--- config.mk ---
export PLATFORM = sky130hd
export DESIGN_NAME = dfi_int_unit
export DESIGN_NICKNAME = d
export VERILOG_FILES = /design/src/common/dfi_pkg.sv /design/src/logic/dfi_pc_stack.sv /design/src/logic/dfi_int_unit.sv
export SDC_FILE = /design/constraint.sdc
export NUM_CORES = 1
export LEC_CHECK = 0
export BUFFER_PORTS_ARGS = -buffer_cell sky130_fd_sc_hd__buf_2
export CELL_PAD_IN_SITES_DETAIL_PLACEMENT = 1
export CELL_PAD_IN_SITES_GLOBAL_PLACEMENT = 2
export CORE_ASPECT_RATIO = 0.75
export CORE_UTILIZATION = 42
export CTS_BUF_LIST = sky130_fd_sc_hd__clkbuf_16
export DETAILED_ROUTE_END_ITERATION = 16
export PLACE_DENSITY = 0.83
export SLEW_MARGIN = 20
export SYNTH_ARGS = -nofsm -noshare
export SYNTH_HDL_FRONTEND = slang
export SYNTH_HIERARCHICAL = 1
export SYNTH_SLANG_ARGS = --single-unit
export TNS_END_PERCENT = 30
--- constraint.sdc ---
create_clock -name ref_clk -period 9.5 [get_ports ref_clk]
set_input_delay 1.9 -clock ref_clk [delete_from_list [all_inputs] [get_ports ref_clk]]
set_output_delay 1.9 -clock ref_clk [all_outputs]
set_load 0.005 [all_outputs]
--- src/common/dfi_pkg.sv ---
// Constants, layouts and types shared by the four-line interrupt unit.
// Assumes one clock, ref_clk, whose every edge is one internal state.
package dfi_pkg;

	localparam int NUM_LINES = 4;
	localparam int ADDR_W = 14;
	localparam int DATA_W = 16;
	localparam int REG_AW = 4;

	// Register offsets on the plain register port
	localparam logic [REG_AW-1:0] OFS_MASK = 4'h0;
	localparam logic [REG_AW-1:0] OFS_CTRL = 4'h4;
	localparam logic [REG_AW-1:0] OFS_PEND = 4'h8;
	localparam logic [REG_AW-1:0] OFS_STAT = 4'hc;

	// Field positions in the interrupt control register
	localparam int CTRL_EDGE_LSB = 0;
	localparam int CTRL_NEST_BIT = 4;
	localparam int CTRL_W = 5;

	// Field positions in the status register
	localparam int STAT_HALT_BIT = 0;
	localparam int STAT_BLOCK_BIT = 1;
	localparam int STAT_BUSY_BIT = 2;

	// Reset values
	localparam logic [NUM_LINES-1:0] MASK_RESET = 4'h0;
	localparam logic [CTRL_W-1:0] CTRL_RESET = 5'h00;
	localparam logic [ADDR_W-1:0] START_ADDR = 14'h0004;
	localparam logic [ADDR_W-1:0] VECTOR_BASE = 14'h0000;

	// Edges after reset release before leaving state four
	localparam logic [1:0] RELEASE_EDGES = 2'h2;

	localparam int STACK_DEPTH = 4;
	localparam int STACK_PW = 2;

	// Internal states of one instruction cycle, one-hot
	typedef enum logic [7:0] {
		ST1 = 8'h01,
		ST2 = 8'h02,
		ST3 = 8'h04,
		ST4 = 8'h08,
		ST5 = 8'h10,
		ST6 = 8'h20,
		ST7 = 8'h40,
		ST8 = 8'h80
	} dfi_state_t;

	// Interrupt service sequence, one-hot
	typedef enum logic [2:0] {
		SVC_IDLE = 3'h1,
		SVC_SKIP = 3'h2,
		SVC_VEC = 3'h4
	} dfi_svc_t;

	// Register port request
	typedef struct packed {
		logic [REG_AW-1:0] addr;
		logic [DATA_W-1:0] wdata;
		logic wr;
		logic rd;
	} dfi_bus_req_t;

	// Execution conditions reported by the rest of the core
	typedef struct packed {
		logic halt_in;
		logic trap;
		logic bus_granted;
		logic dm_wait;
		logic pm_miss_first;
	} dfi_core_t;

endpackage : dfi_pkg

--- src/logic/dfi_pc_stack.sv ---
// Program counter stack for interrupt return addresses.
// Assumes the caller never pushes when full nor pops when empty.
`timescale 1ns/1ps
`default_nettype none

module dfi_pc_stack
	import dfi_pkg::*;
(
	input wire logic ref_clk,
	input wire logic rst_n,
	input wire logic push,
	input wire logic pop,
	input wire logic [ADDR_W-1:0] push_addr,
	output logic [ADDR_W-1:0] top_addr
);

	logic [ADDR_W-1:0] entry [STACK_DEPTH];
	logic [STACK_PW-1:0] ptr;
	logic [STACK_PW-1:0] top_idx;

	assign top_idx = ptr - 2'h1;
	assign top_addr = entry[top_idx];

	always_ff @(posedge ref_clk or negedge rst_n) begin
		if (!rst_n) begin
			ptr <= '0;
		end else if (push) begin
			ptr <= ptr + 2'h1;
		end else if (pop) begin
			ptr <= top_idx;
		end
	end

	genvar gi;
	generate
		for (gi = 0; gi < STACK_DEPTH; gi++) begin : g_entry
			always_ff @(posedge ref_clk or negedge rst_n) begin
				if (!rst_n) begin
					entry[gi] <= '0;
				end else if (push && ptr == STACK_PW'(gi)) begin
					entry[gi] <= push_addr;
				end
			end
		end
	endgenerate

endmodule : dfi_pc_stack

`default_nettype wire

--- src/logic/dfi_int_unit.sv ---
// Four-line interrupt request unit with state sequencer and fetch address.
// Assumes request lines and core conditions are synchronous to ref_clk,
// and that one ref_clk cycle is one internal state.
`timescale 1ns/1ps
`default_nettype none

module dfi_int_unit
	import dfi_pkg::*;
(
	input wire logic ref_clk,
	input wire logic rst_n,
	input wire logic [NUM_LINES-1:0] request_lines,
	input wire dfi_core_t core_ctl,
	input wire logic return_from_interrupt,
	input wire dfi_bus_req_t bus_req,
	output logic [DATA_W-1:0] rd_data,
	output logic [ADDR_W-1:0] program_address_bus,
	output logic program_fetch_active,
	output logic instruction_rate_clock_out,
	output logic execute_nop,
	output logic vector_taken,
	output logic [1:0] serviced_line,
	output logic halted
);

	////////////////////////////////////////////////////////////////////////
	// Helpers

	// Index of the highest set bit
	function automatic logic [1:0] top_line(input logic [NUM_LINES-1:0] v);
		logic [1:0] idx;
		idx = 2'h0;
		for (int i = 0; i < NUM_LINES; i++) begin
			if (v[i]) begin
				idx = i[1:0];
			end
		end
		return idx;
	endfunction : top_line

	// One-hot mask of a line index
	function automatic logic [NUM_LINES-1:0] line_bit(input logic [1:0] idx);
		logic [NUM_LINES-1:0] v;
		v = '0;
		v[idx] = 1'b1;
		return v;
	endfunction : line_bit

	////////////////////////////////////////////////////////////////////////
	// Declarations

	dfi_state_t state;
	dfi_state_t next_state;
	dfi_svc_t svc;
	dfi_svc_t next_svc;
	logic [1:0] rel_cnt;
	logic started;
	logic [NUM_LINES-1:0] req_sync;
	logic [NUM_LINES-1:0] req_now;
	logic [NUM_LINES-1:0] edge_latch;
	logic [NUM_LINES-1:0] interrupt_enable_bits;
	logic [CTRL_W-1:0] interrupt_control_reg;
	logic halt_latch;
	logic nest_block;
	logic rti_pend;
	logic [1:0] take_line;
	logic [ADDR_W-1:0] next_pc;

	////////////////////////////////////////////////////////////////////////
	// Internal state sequence

	wire at_st3 = (state == ST3);
	wire at_st7 = (state == ST7);
	wire at_st8 = (state == ST8);
	wire rel_done = (rel_cnt == RELEASE_EDGES - 2'h1);

	always_comb begin
		case (state)
			ST1: next_state = ST2;
			ST2: next_state = ST3;
			ST3: next_state = ST4;
			ST4: next_state = started ? ST5 : ST4;
			ST5: next_state = ST6;
			ST6: next_state = ST7;
			ST7: next_state = ST8;
			ST8: next_state = ST1;
			default: next_state = ST4;
		endcase
	end

	// Reset parks in state four; leave it on the second edge after release
	always_ff @(posedge ref_clk or negedge rst_n) begin
		if (!rst_n) begin
			rel_cnt <= 2'h0;
			started <= 1'b0;
		end else if (!started) begin
			rel_cnt <= rel_cnt + 2'h1;
			started <= rel_done;
		end
	end

	// Runs state machine through eight states per cycle
	always_ff @(posedge ref_clk or negedge rst_n) begin
		if (!rst_n) begin
			state <= ST4;
		end else begin
			state <= (!started && rel_done) ? ST5 : next_state;
		end
	end

	// Clock out high in states five to eight, low in reset
	wire next_clk_out = (next_state == ST5) || (next_state == ST6) ||
		(next_state == ST7) || (next_state == ST8);

	always_ff @(posedge ref_clk or negedge rst_n) begin
		if (!rst_n) begin
			instruction_rate_clock_out <= 1'b0;
		end else begin
			instruction_rate_clock_out <= (!started && rel_done) || (started && next_clk_out);
		end
	end

	////////////////////////////////////////////////////////////////////////
	// Request sampling and edge detection

	// Sample taken in this state seven, active high
	wire [NUM_LINES-1:0] sample_act = ~req_sync;
	wire [NUM_LINES-1:0] edge_mode = interrupt_control_reg[CTRL_EDGE_LSB +: NUM_LINES];
	wire [NUM_LINES-1:0] edge_seen = sample_act & ~req_now & edge_mode;

	// Synchronisation stage ahead of sampling
	always_ff @(posedge ref_clk or negedge rst_n) begin
		if (!rst_n) begin
			req_sync <= '1;
			req_now <= '0;
		end else begin
			req_sync <= request_lines;
			if (at_st7) begin
				req_now <= sample_act;
			end
		end
	end

	// Pending as seen at the end of state seven
	wire [NUM_LINES-1:0] level_pend = sample_act & ~edge_mode;
	wire [NUM_LINES-1:0] pend_now = level_pend | ((edge_latch | edge_seen) & edge_mode);
	wire [NUM_LINES-1:0] valid = pend_now & interrupt_enable_bits;
	wire [1:0] best_line = top_line(valid);

	////////////////////////////////////////////////////////////////////////
	// Service conditions

	wire stop_cond = halt_latch || core_ctl.trap || core_ctl.bus_granted || core_ctl.dm_wait;
	wire run_edge = at_st8 && !stop_cond;
	wire can_take = at_st7 && !stop_cond && !core_ctl.pm_miss_first && !nest_block;
	wire take = can_take && (|valid) && (svc == SVC_IDLE);
	wire [NUM_LINES-1:0] clr_bits = take ? line_bit(best_line) : '0;
	// A take consumes the older latched edge if there is one, otherwise the new edge that triggered it
	wire [NUM_LINES-1:0] set_bits = at_st7 ? (edge_seen & ~(clr_bits & ~edge_latch)) : '0;

	// Edge latches: a separate new edge wins over the service clear
	always_ff @(posedge ref_clk or negedge rst_n) begin
		if (!rst_n) begin
			edge_latch <= '0;
		end else begin
			edge_latch <= (edge_latch & ~clr_bits) | set_bits;
		end
	end

	// Halt request looked at in state three
	always_ff @(posedge ref_clk or negedge rst_n) begin
		if (!rst_n) begin
			halt_latch <= 1'b0;
		end else if (at_st3) begin
			halt_latch <= core_ctl.halt_in;
		end
	end

	always_ff @(posedge ref_clk or negedge rst_n) begin
		if (!rst_n) begin
			take_line <= 2'h0;
		end else if (take) begin
			take_line <= best_line;
		end
	end

	////////////////////////////////////////////////////////////////////////
	// Service sequence and fetch address

	always_comb begin
		case (svc)
			SVC_IDLE: next_svc = take ? SVC_SKIP : SVC_IDLE;
			SVC_SKIP: next_svc = run_edge ? SVC_VEC : SVC_SKIP;
			SVC_VEC: next_svc = run_edge ? SVC_IDLE : SVC_VEC;
			default: next_svc = SVC_IDLE;
		endcase
	end

	wire vec_load = (svc == SVC_VEC) && run_edge;
	wire rti_load = rti_pend && run_edge && !vec_load;
	wire [ADDR_W-1:0] stack_top;
	wire [ADDR_W-1:0] vec_addr = VECTOR_BASE + {{(ADDR_W-2){1'b0}}, take_line};

	always_comb begin
		if (vec_load) begin
			next_pc = vec_addr;
		end else if (rti_load) begin
			next_pc = stack_top;
		end else begin
			next_pc = program_address_bus + 14'h0001;
		end
	end

	always_ff @(posedge ref_clk or negedge rst_n) begin
		if (!rst_n) begin
			svc <= SVC_IDLE;
			program_address_bus <= START_ADDR;
		end else begin
			svc <= next_svc;
			if (run_edge) begin
				program_address_bus <= next_pc;
			end
		end
	end

	// Nop replaces the discarded fetch for one instruction cycle
	always_ff @(posedge ref_clk or negedge rst_n) begin
		if (!rst_n) begin
			execute_nop <= 1'b0;
			vector_taken <= 1'b0;
			serviced_line <= 2'h0;
		end else begin
			vector_taken <= vec_load;
			if (vec_load) begin
				execute_nop <= 1'b1;
				serviced_line <= take_line;
			end else if (run_edge) begin
				execute_nop <= 1'b0;
			end
		end
	end

	// Return request waits for the next cycle boundary
	always_ff @(posedge ref_clk or negedge rst_n) begin
		if (!rst_n) begin
			rti_pend <= 1'b0;
		end else begin
			rti_pend <= return_from_interrupt || (rti_pend && !rti_load);
		end
	end

	// Block further service on entry unless nesting is enabled
	always_ff @(posedge ref_clk or negedge rst_n) begin
		if (!rst_n) begin
			nest_block <= 1'b0;
		end else if (vec_load) begin
			nest_block <= !interrupt_control_reg[CTRL_NEST_BIT];
		end else if (rti_load) begin
			nest_block <= 1'b0;
		end
	end

	// Return address is the discarded fetch slot
	dfi_pc_stack u_stack (
		.ref_clk(ref_clk),
		.rst_n(rst_n),
		.push(vec_load),
		.pop(rti_load),
		.push_addr(program_address_bus),
		.top_addr(stack_top)
	);

	////////////////////////////////////////////////////////////////////////
	// Halt view and fetch strobe

	always_ff @(posedge ref_clk or negedge rst_n) begin
		if (!rst_n) begin
			halted <= 1'b0;
			program_fetch_active <= 1'b0;
		end else begin
			halted <= halt_latch || core_ctl.trap;
			program_fetch_active <= started && !halt_latch && !core_ctl.trap &&
				!core_ctl.bus_granted;
		end
	end

	////////////////////////////////////////////////////////////////////////
	// Register port

	wire wr_mask = bus_req.wr && (bus_req.addr == OFS_MASK);
	wire wr_ctrl = bus_req.wr && (bus_req.addr == OFS_CTRL);

	always_ff @(posedge ref_clk or negedge rst_n) begin
		if (!rst_n) begin
			interrupt_enable_bits <= MASK_RESET;
			interrupt_control_reg <= CTRL_RESET;
		end else begin
			if (wr_mask) begin
				interrupt_enable_bits <= bus_req.wdata[NUM_LINES-1:0];
			end
			if (wr_ctrl) begin
				interrupt_control_reg <= bus_req.wdata[CTRL_W-1:0];
			end
		end
	end

	logic [DATA_W-1:0] stat_word;
	logic [DATA_W-1:0] rd_sel;

	always_comb begin
		stat_word = '0;
		stat_word[STAT_HALT_BIT] = halted;
		stat_word[STAT_BLOCK_BIT] = nest_block;
		stat_word[STAT_BUSY_BIT] = (svc != SVC_IDLE);
	end

	always_comb begin
		case (bus_req.addr)
			OFS_MASK: rd_sel = {{(DATA_W-NUM_LINES){1'b0}}, interrupt_enable_bits};
			OFS_CTRL: rd_sel = {{(DATA_W-CTRL_W){1'b0}}, interrupt_control_reg};
			OFS_PEND: rd_sel = {{(DATA_W-NUM_LINES){1'b0}}, edge_latch | (req_now & ~edge_mode)};
			OFS_STAT: rd_sel = stat_word;
			default: rd_sel = '0;
		endcase
	end

	// Read data valid only in the cycle after the strobe
	always_ff @(posedge ref_clk or negedge rst_n) begin
		if (!rst_n) begin
			rd_data <= '0;
		end else begin
			rd_data <= bus_req.rd ? rd_sel : '0;
		end
	end

endmodule : dfi_int_unit

`default_nettype wire

==> flow_summary_export.csv <==
group,metric,value,unit
sta,finalSetupTns,0,ps
drt,dr.pass1.iters,11,
synthesis,ys_ff_latch,124,
synthesis,syn_avg_cell_area,11.68,sq um
place,dp_hpwl,9.397,mm
worst_setup_path,arrival,5070,ps
worst_setup_path,crit_fanout,33,
synthesis,synth_ff_type,"dfrtp_1",
layout,syn2layout_area_growth,15.40,%
sta,setup_viol,0,
drt,vias_per_cell,5.585,
worst_setup_path,worstReg2RegStart,"state[5]$_DFF_PN0_",
sta,hold_violations,0,
floorplanning,die_w,138.8,um
synthesis,synth_top_area_cell,"dfrtp_1",
worst_hold_path,min_delay_path_depth,2,
worst_hold_path,hold_end,"serviced_line[0]$_DFFE_PN0P_",
status,status,"complete, but fails checks",
drt,drt_iter0_drc,190,
grt,grt_max_degree,74,
worst_setup_path,r2r_cells,7,
synthesis,synth_cell_type_count,53,
worst_setup_path,endpoint_kind,"register",
synthesis,synthXorXnorAreaFrac,0.4456,%
grt,grt_use_total,22.17,%
layout,multi_input_area,0.002579,sq mm
power,p_per_area,198.1,mW/mm^2
worst_setup_path,timing.rr.end,"u_stack/entry[52]$_DFFE_PN0P_",
worst_hold_path,holdCritPathClass,"reg -> reg",
sta,final_max_slew_viol_count,0,
grt,globalRouteOverflowTotal,0,
cts,cts-resized-gates,0,
place,place_congestion,0.7357,
worst_setup_path,setup.worst_path.start_class,"input pin",
run,maxCapViolCount,0,
grt,antenna_found_initial,0,
cts,cts_root_buf,"clkbuf_16",
layout,top_regs,"u_stack/entry (56), program_address_bus (14), state (8)",
sta,max_slew_margin,36.94,%
synthesis,synth_top_family_by_area,"multiplexers",
layout,nFillCells,1467,
synthesis,synthArstFlopShare,100.0,%
place,placed_cell_area,0.006223,sq mm
synthesis,synth_top_cells_by_area,"dfrtp_1, mux2_2, mux4_2",
sta,finalCritPeriodShare,50.24,%
synthesis,ys_seq_area_share,52.77,%
layout,seq_area,0.003112,sq mm
sta,worst_pin_slew,945.9,ps
sta,fin_crit,4773,ps
cts,cts_num_sinks,124,
layout,fin_nets,592,
floorplanning,die_area,0.01452,sq mm
synthesis,synthCells,505,
layout,instances_no_fill,740,
drt,ant_nets,0,
sta,max_clock_freq,209.5,MHz
power,power_leakage,3.209,nW
worst_setup_path,critPathRequiredTime,9790,ps
synthesis,synth_top_area_share,49.65,%
synthesis,yosys_warnings,6,
place,io_buffers,48,
grt,top_usage_layer,"met2",
floorplanning,core_area,0.01370,sq mm
layout,regMostFlops,"u_stack/entry",
worst_setup_path,worstSetupPathType,"in -> reg",
floorplanning,rows,37,
power,ir_drop,126.5,uV
cts,post-cts-setup-buffer-count,0,
drt,vias,4133,
sta,rsz0062_at_grt,"no",
floorplanning,start_util,43.03,%
synthesis,synth-edff-count,0,
cts,cts_hold_buffers,0,
grt,grtUsageMet3,5.316,%
cts,cts_buffers,17,
cts,path_clk_slew,60,ps
grt,grt_pass1_wl,24.52,mm
cts,clk_latency,420,ps
worst_hold_path,holdCritStartpoint,"serviced_line[0]$_DFFE_PN0P_",
synthesis,synth-simple-area-share,13.58,%
synthesis,synth-compound-area-share,7.851,%
cts,clock_path_buffers,2,
cts,cts_tree,"yes",
place,dp.cells,708,
layout,fin_area,0.006805,sq mm
status,violations,"DRC",
worst_setup_path,rrSetupSlack,5720,ps
cts,h-tree-depth,4,
grt,met2_usage,34.09,%
floorplanning,fp.dieH,104.6,um
synthesis,synth.cell_area,0.005897,sq mm
layout,largest_register_ffs,56,
grt,grt_pass1_vias,4517,
sta,finClkSkew,7.060,ps
layout,insertedDiodeCount,0,
synthesis,synthMuxAreaShare,19.22,%
drt,routedWlPerCell,19.69,um
synthesis,yosys.area_share.adder,1.825,%
grt,use_met1,31.12,%
drt,drc,6,
drt,drt-total-wl,14.57,mm
layout,layout-drive-gt1-share,32.39,%
floorplanning,io_pins,71,
-- metal layers --
layer / up-vias / wire (um)
li1: 1910 / -
met1: 2156 / 7091
met2: 55 / 6913
met3: 12 / 435
met4: 0 / 132
met5: - / 0
-- cells in the mapped netlist, types with 2 or more instances --
library cell / count
mux2_2: 67
or2_2: 5
buf_6: 4
nor4_1: 9
a21oi_1: 30
nor3_1: 10
nand2b_1: 6
and2_1: 4
or3_1: 3
mux2i_1: 6
dfrtp_1: 117
nand4_1: 9
buf_4: 13
maj3_2: 2
or4_1: 2
nor2b_1: 2
ha_1: 6
nor2_1: 31
nand3_1: 12
nor4b_1: 2
o21ai_0: 25
clkbuf_1: 14
nand2_1: 49
nand3b_1: 2
buf_2: 2
inv_1: 11
dfstp_2: 7
mux4_2: 13
xnor2_1: 3
o211ai_1: 7
or4_4: 2
a211oi_1: 4
or3b_2: 2
nor3b_1: 3
o221ai_1: 3
-- worst max-delay path by stage --
stage / end / from / slack (ps) / cells after the start
after CTS: u_stack/entry[38]$_DFFE_PN0P_ / core_ctl[3] / 4740 / 8
after floorplan: u_stack/entry[17]$_DFFE_PN0P_ / core_ctl[3] / 5220 / 8
after global placement: u_stack/entry[49]$_DFFE_PN0P_ / core_ctl[3] / 4400 / 8
after global routing: u_stack/entry[52]$_DFFE_PN0P_ / core_ctl[3] / 4600 / 8
after detailed placement: u_stack/entry[38]$_DFFE_PN0P_ / core_ctl[3] / 4300 / 8
final: u_stack/entry[52]$_DFFE_PN0P_ / core_ctl[3] / 4730 / 8
-- worst max-delay path, stage by stage --
cell and delay, ps:
buf_2 100, or4_4 560, or4_1 480, buf_4 260, or2_2 390, inv_1 260, nand2_1 610, mux2_2 510
-- layout by cell type, fill, tap and decap left out, types with 2 or more instances in the layout --
cell type     n
o221ai_1      3
a21oi_1      30
nand3b_1      2
conb_1       11
xnor2_1       3
nand4_1       9
nor2_1       31
mux2i_1       6
clkinv_1      2
clkinvlp_4    4
nand2b_1      6
inv_1        12
nor3b_1       3
nor3_1       10
mux4_2       13
a211oi_1      4
clkbuf_16    17
dfrtp_1     117
dfstp_2       7
bufinv_16     3
nand3_1      12
or3_1         3
maj3_2        2
ha_1          6
or2_2         5
o211ai_1      7
nor2b_1       2
buf_2        47
o21ai_0      25
or4_4         2
buf_4         5
mux2_2       67
nor4_1        8
clkinv_2      5
or4_1         2
nor4b_1       2
or3b_2        2
and2_1        4
nand2_1      49
-- power by group --
group / switching [W] / internal, W
Clock: 0.000237 / 0.000406
Combinational: 0.0000661 / 0.0000497
Sequential: 0.0000358 / 0.000554
-- kinds of logic after synthesis --
family	Yosys count
flip-flops	124
XOR/XNOR	3
buffers and inverters	45
other	1
AO/OA/AOI/OAI	78
AND/OR/NAND/NOR	158
adder cells (fa/ha/maj)	9
multiplexers	87
-- per-stage QoR --
step,total power [W],worst slack (ps),hold WS (ps),util [%]
after global routing,0.001400,4601,511.4,49.66
final,0.001348,4727,462.0,49.66
after CTS,0.001361,4738,472.3,49.66
after detailed placement,0.0007153,4298,459.5,45.42
after floorplan,0.0006647,5217,452.0,-
after global placement,0.0007068,4397,451.1,45.42
-- layout make-up --
| class | count | area share (%) |
|---|---|---|
| clock inverter | 15 | 2.298 |
| timing repair buffer | 52 | 4.008 |
| sequential | 124 | 45.73 |
| inverter | 11 | 0.6067 |
| clock buffer | 17 | 6.251 |
| tap | 175 | 3.218 |
| multi-input combinational | 346 | 37.89 |
No activity file was read; power rests on OpenSTA's default activity.
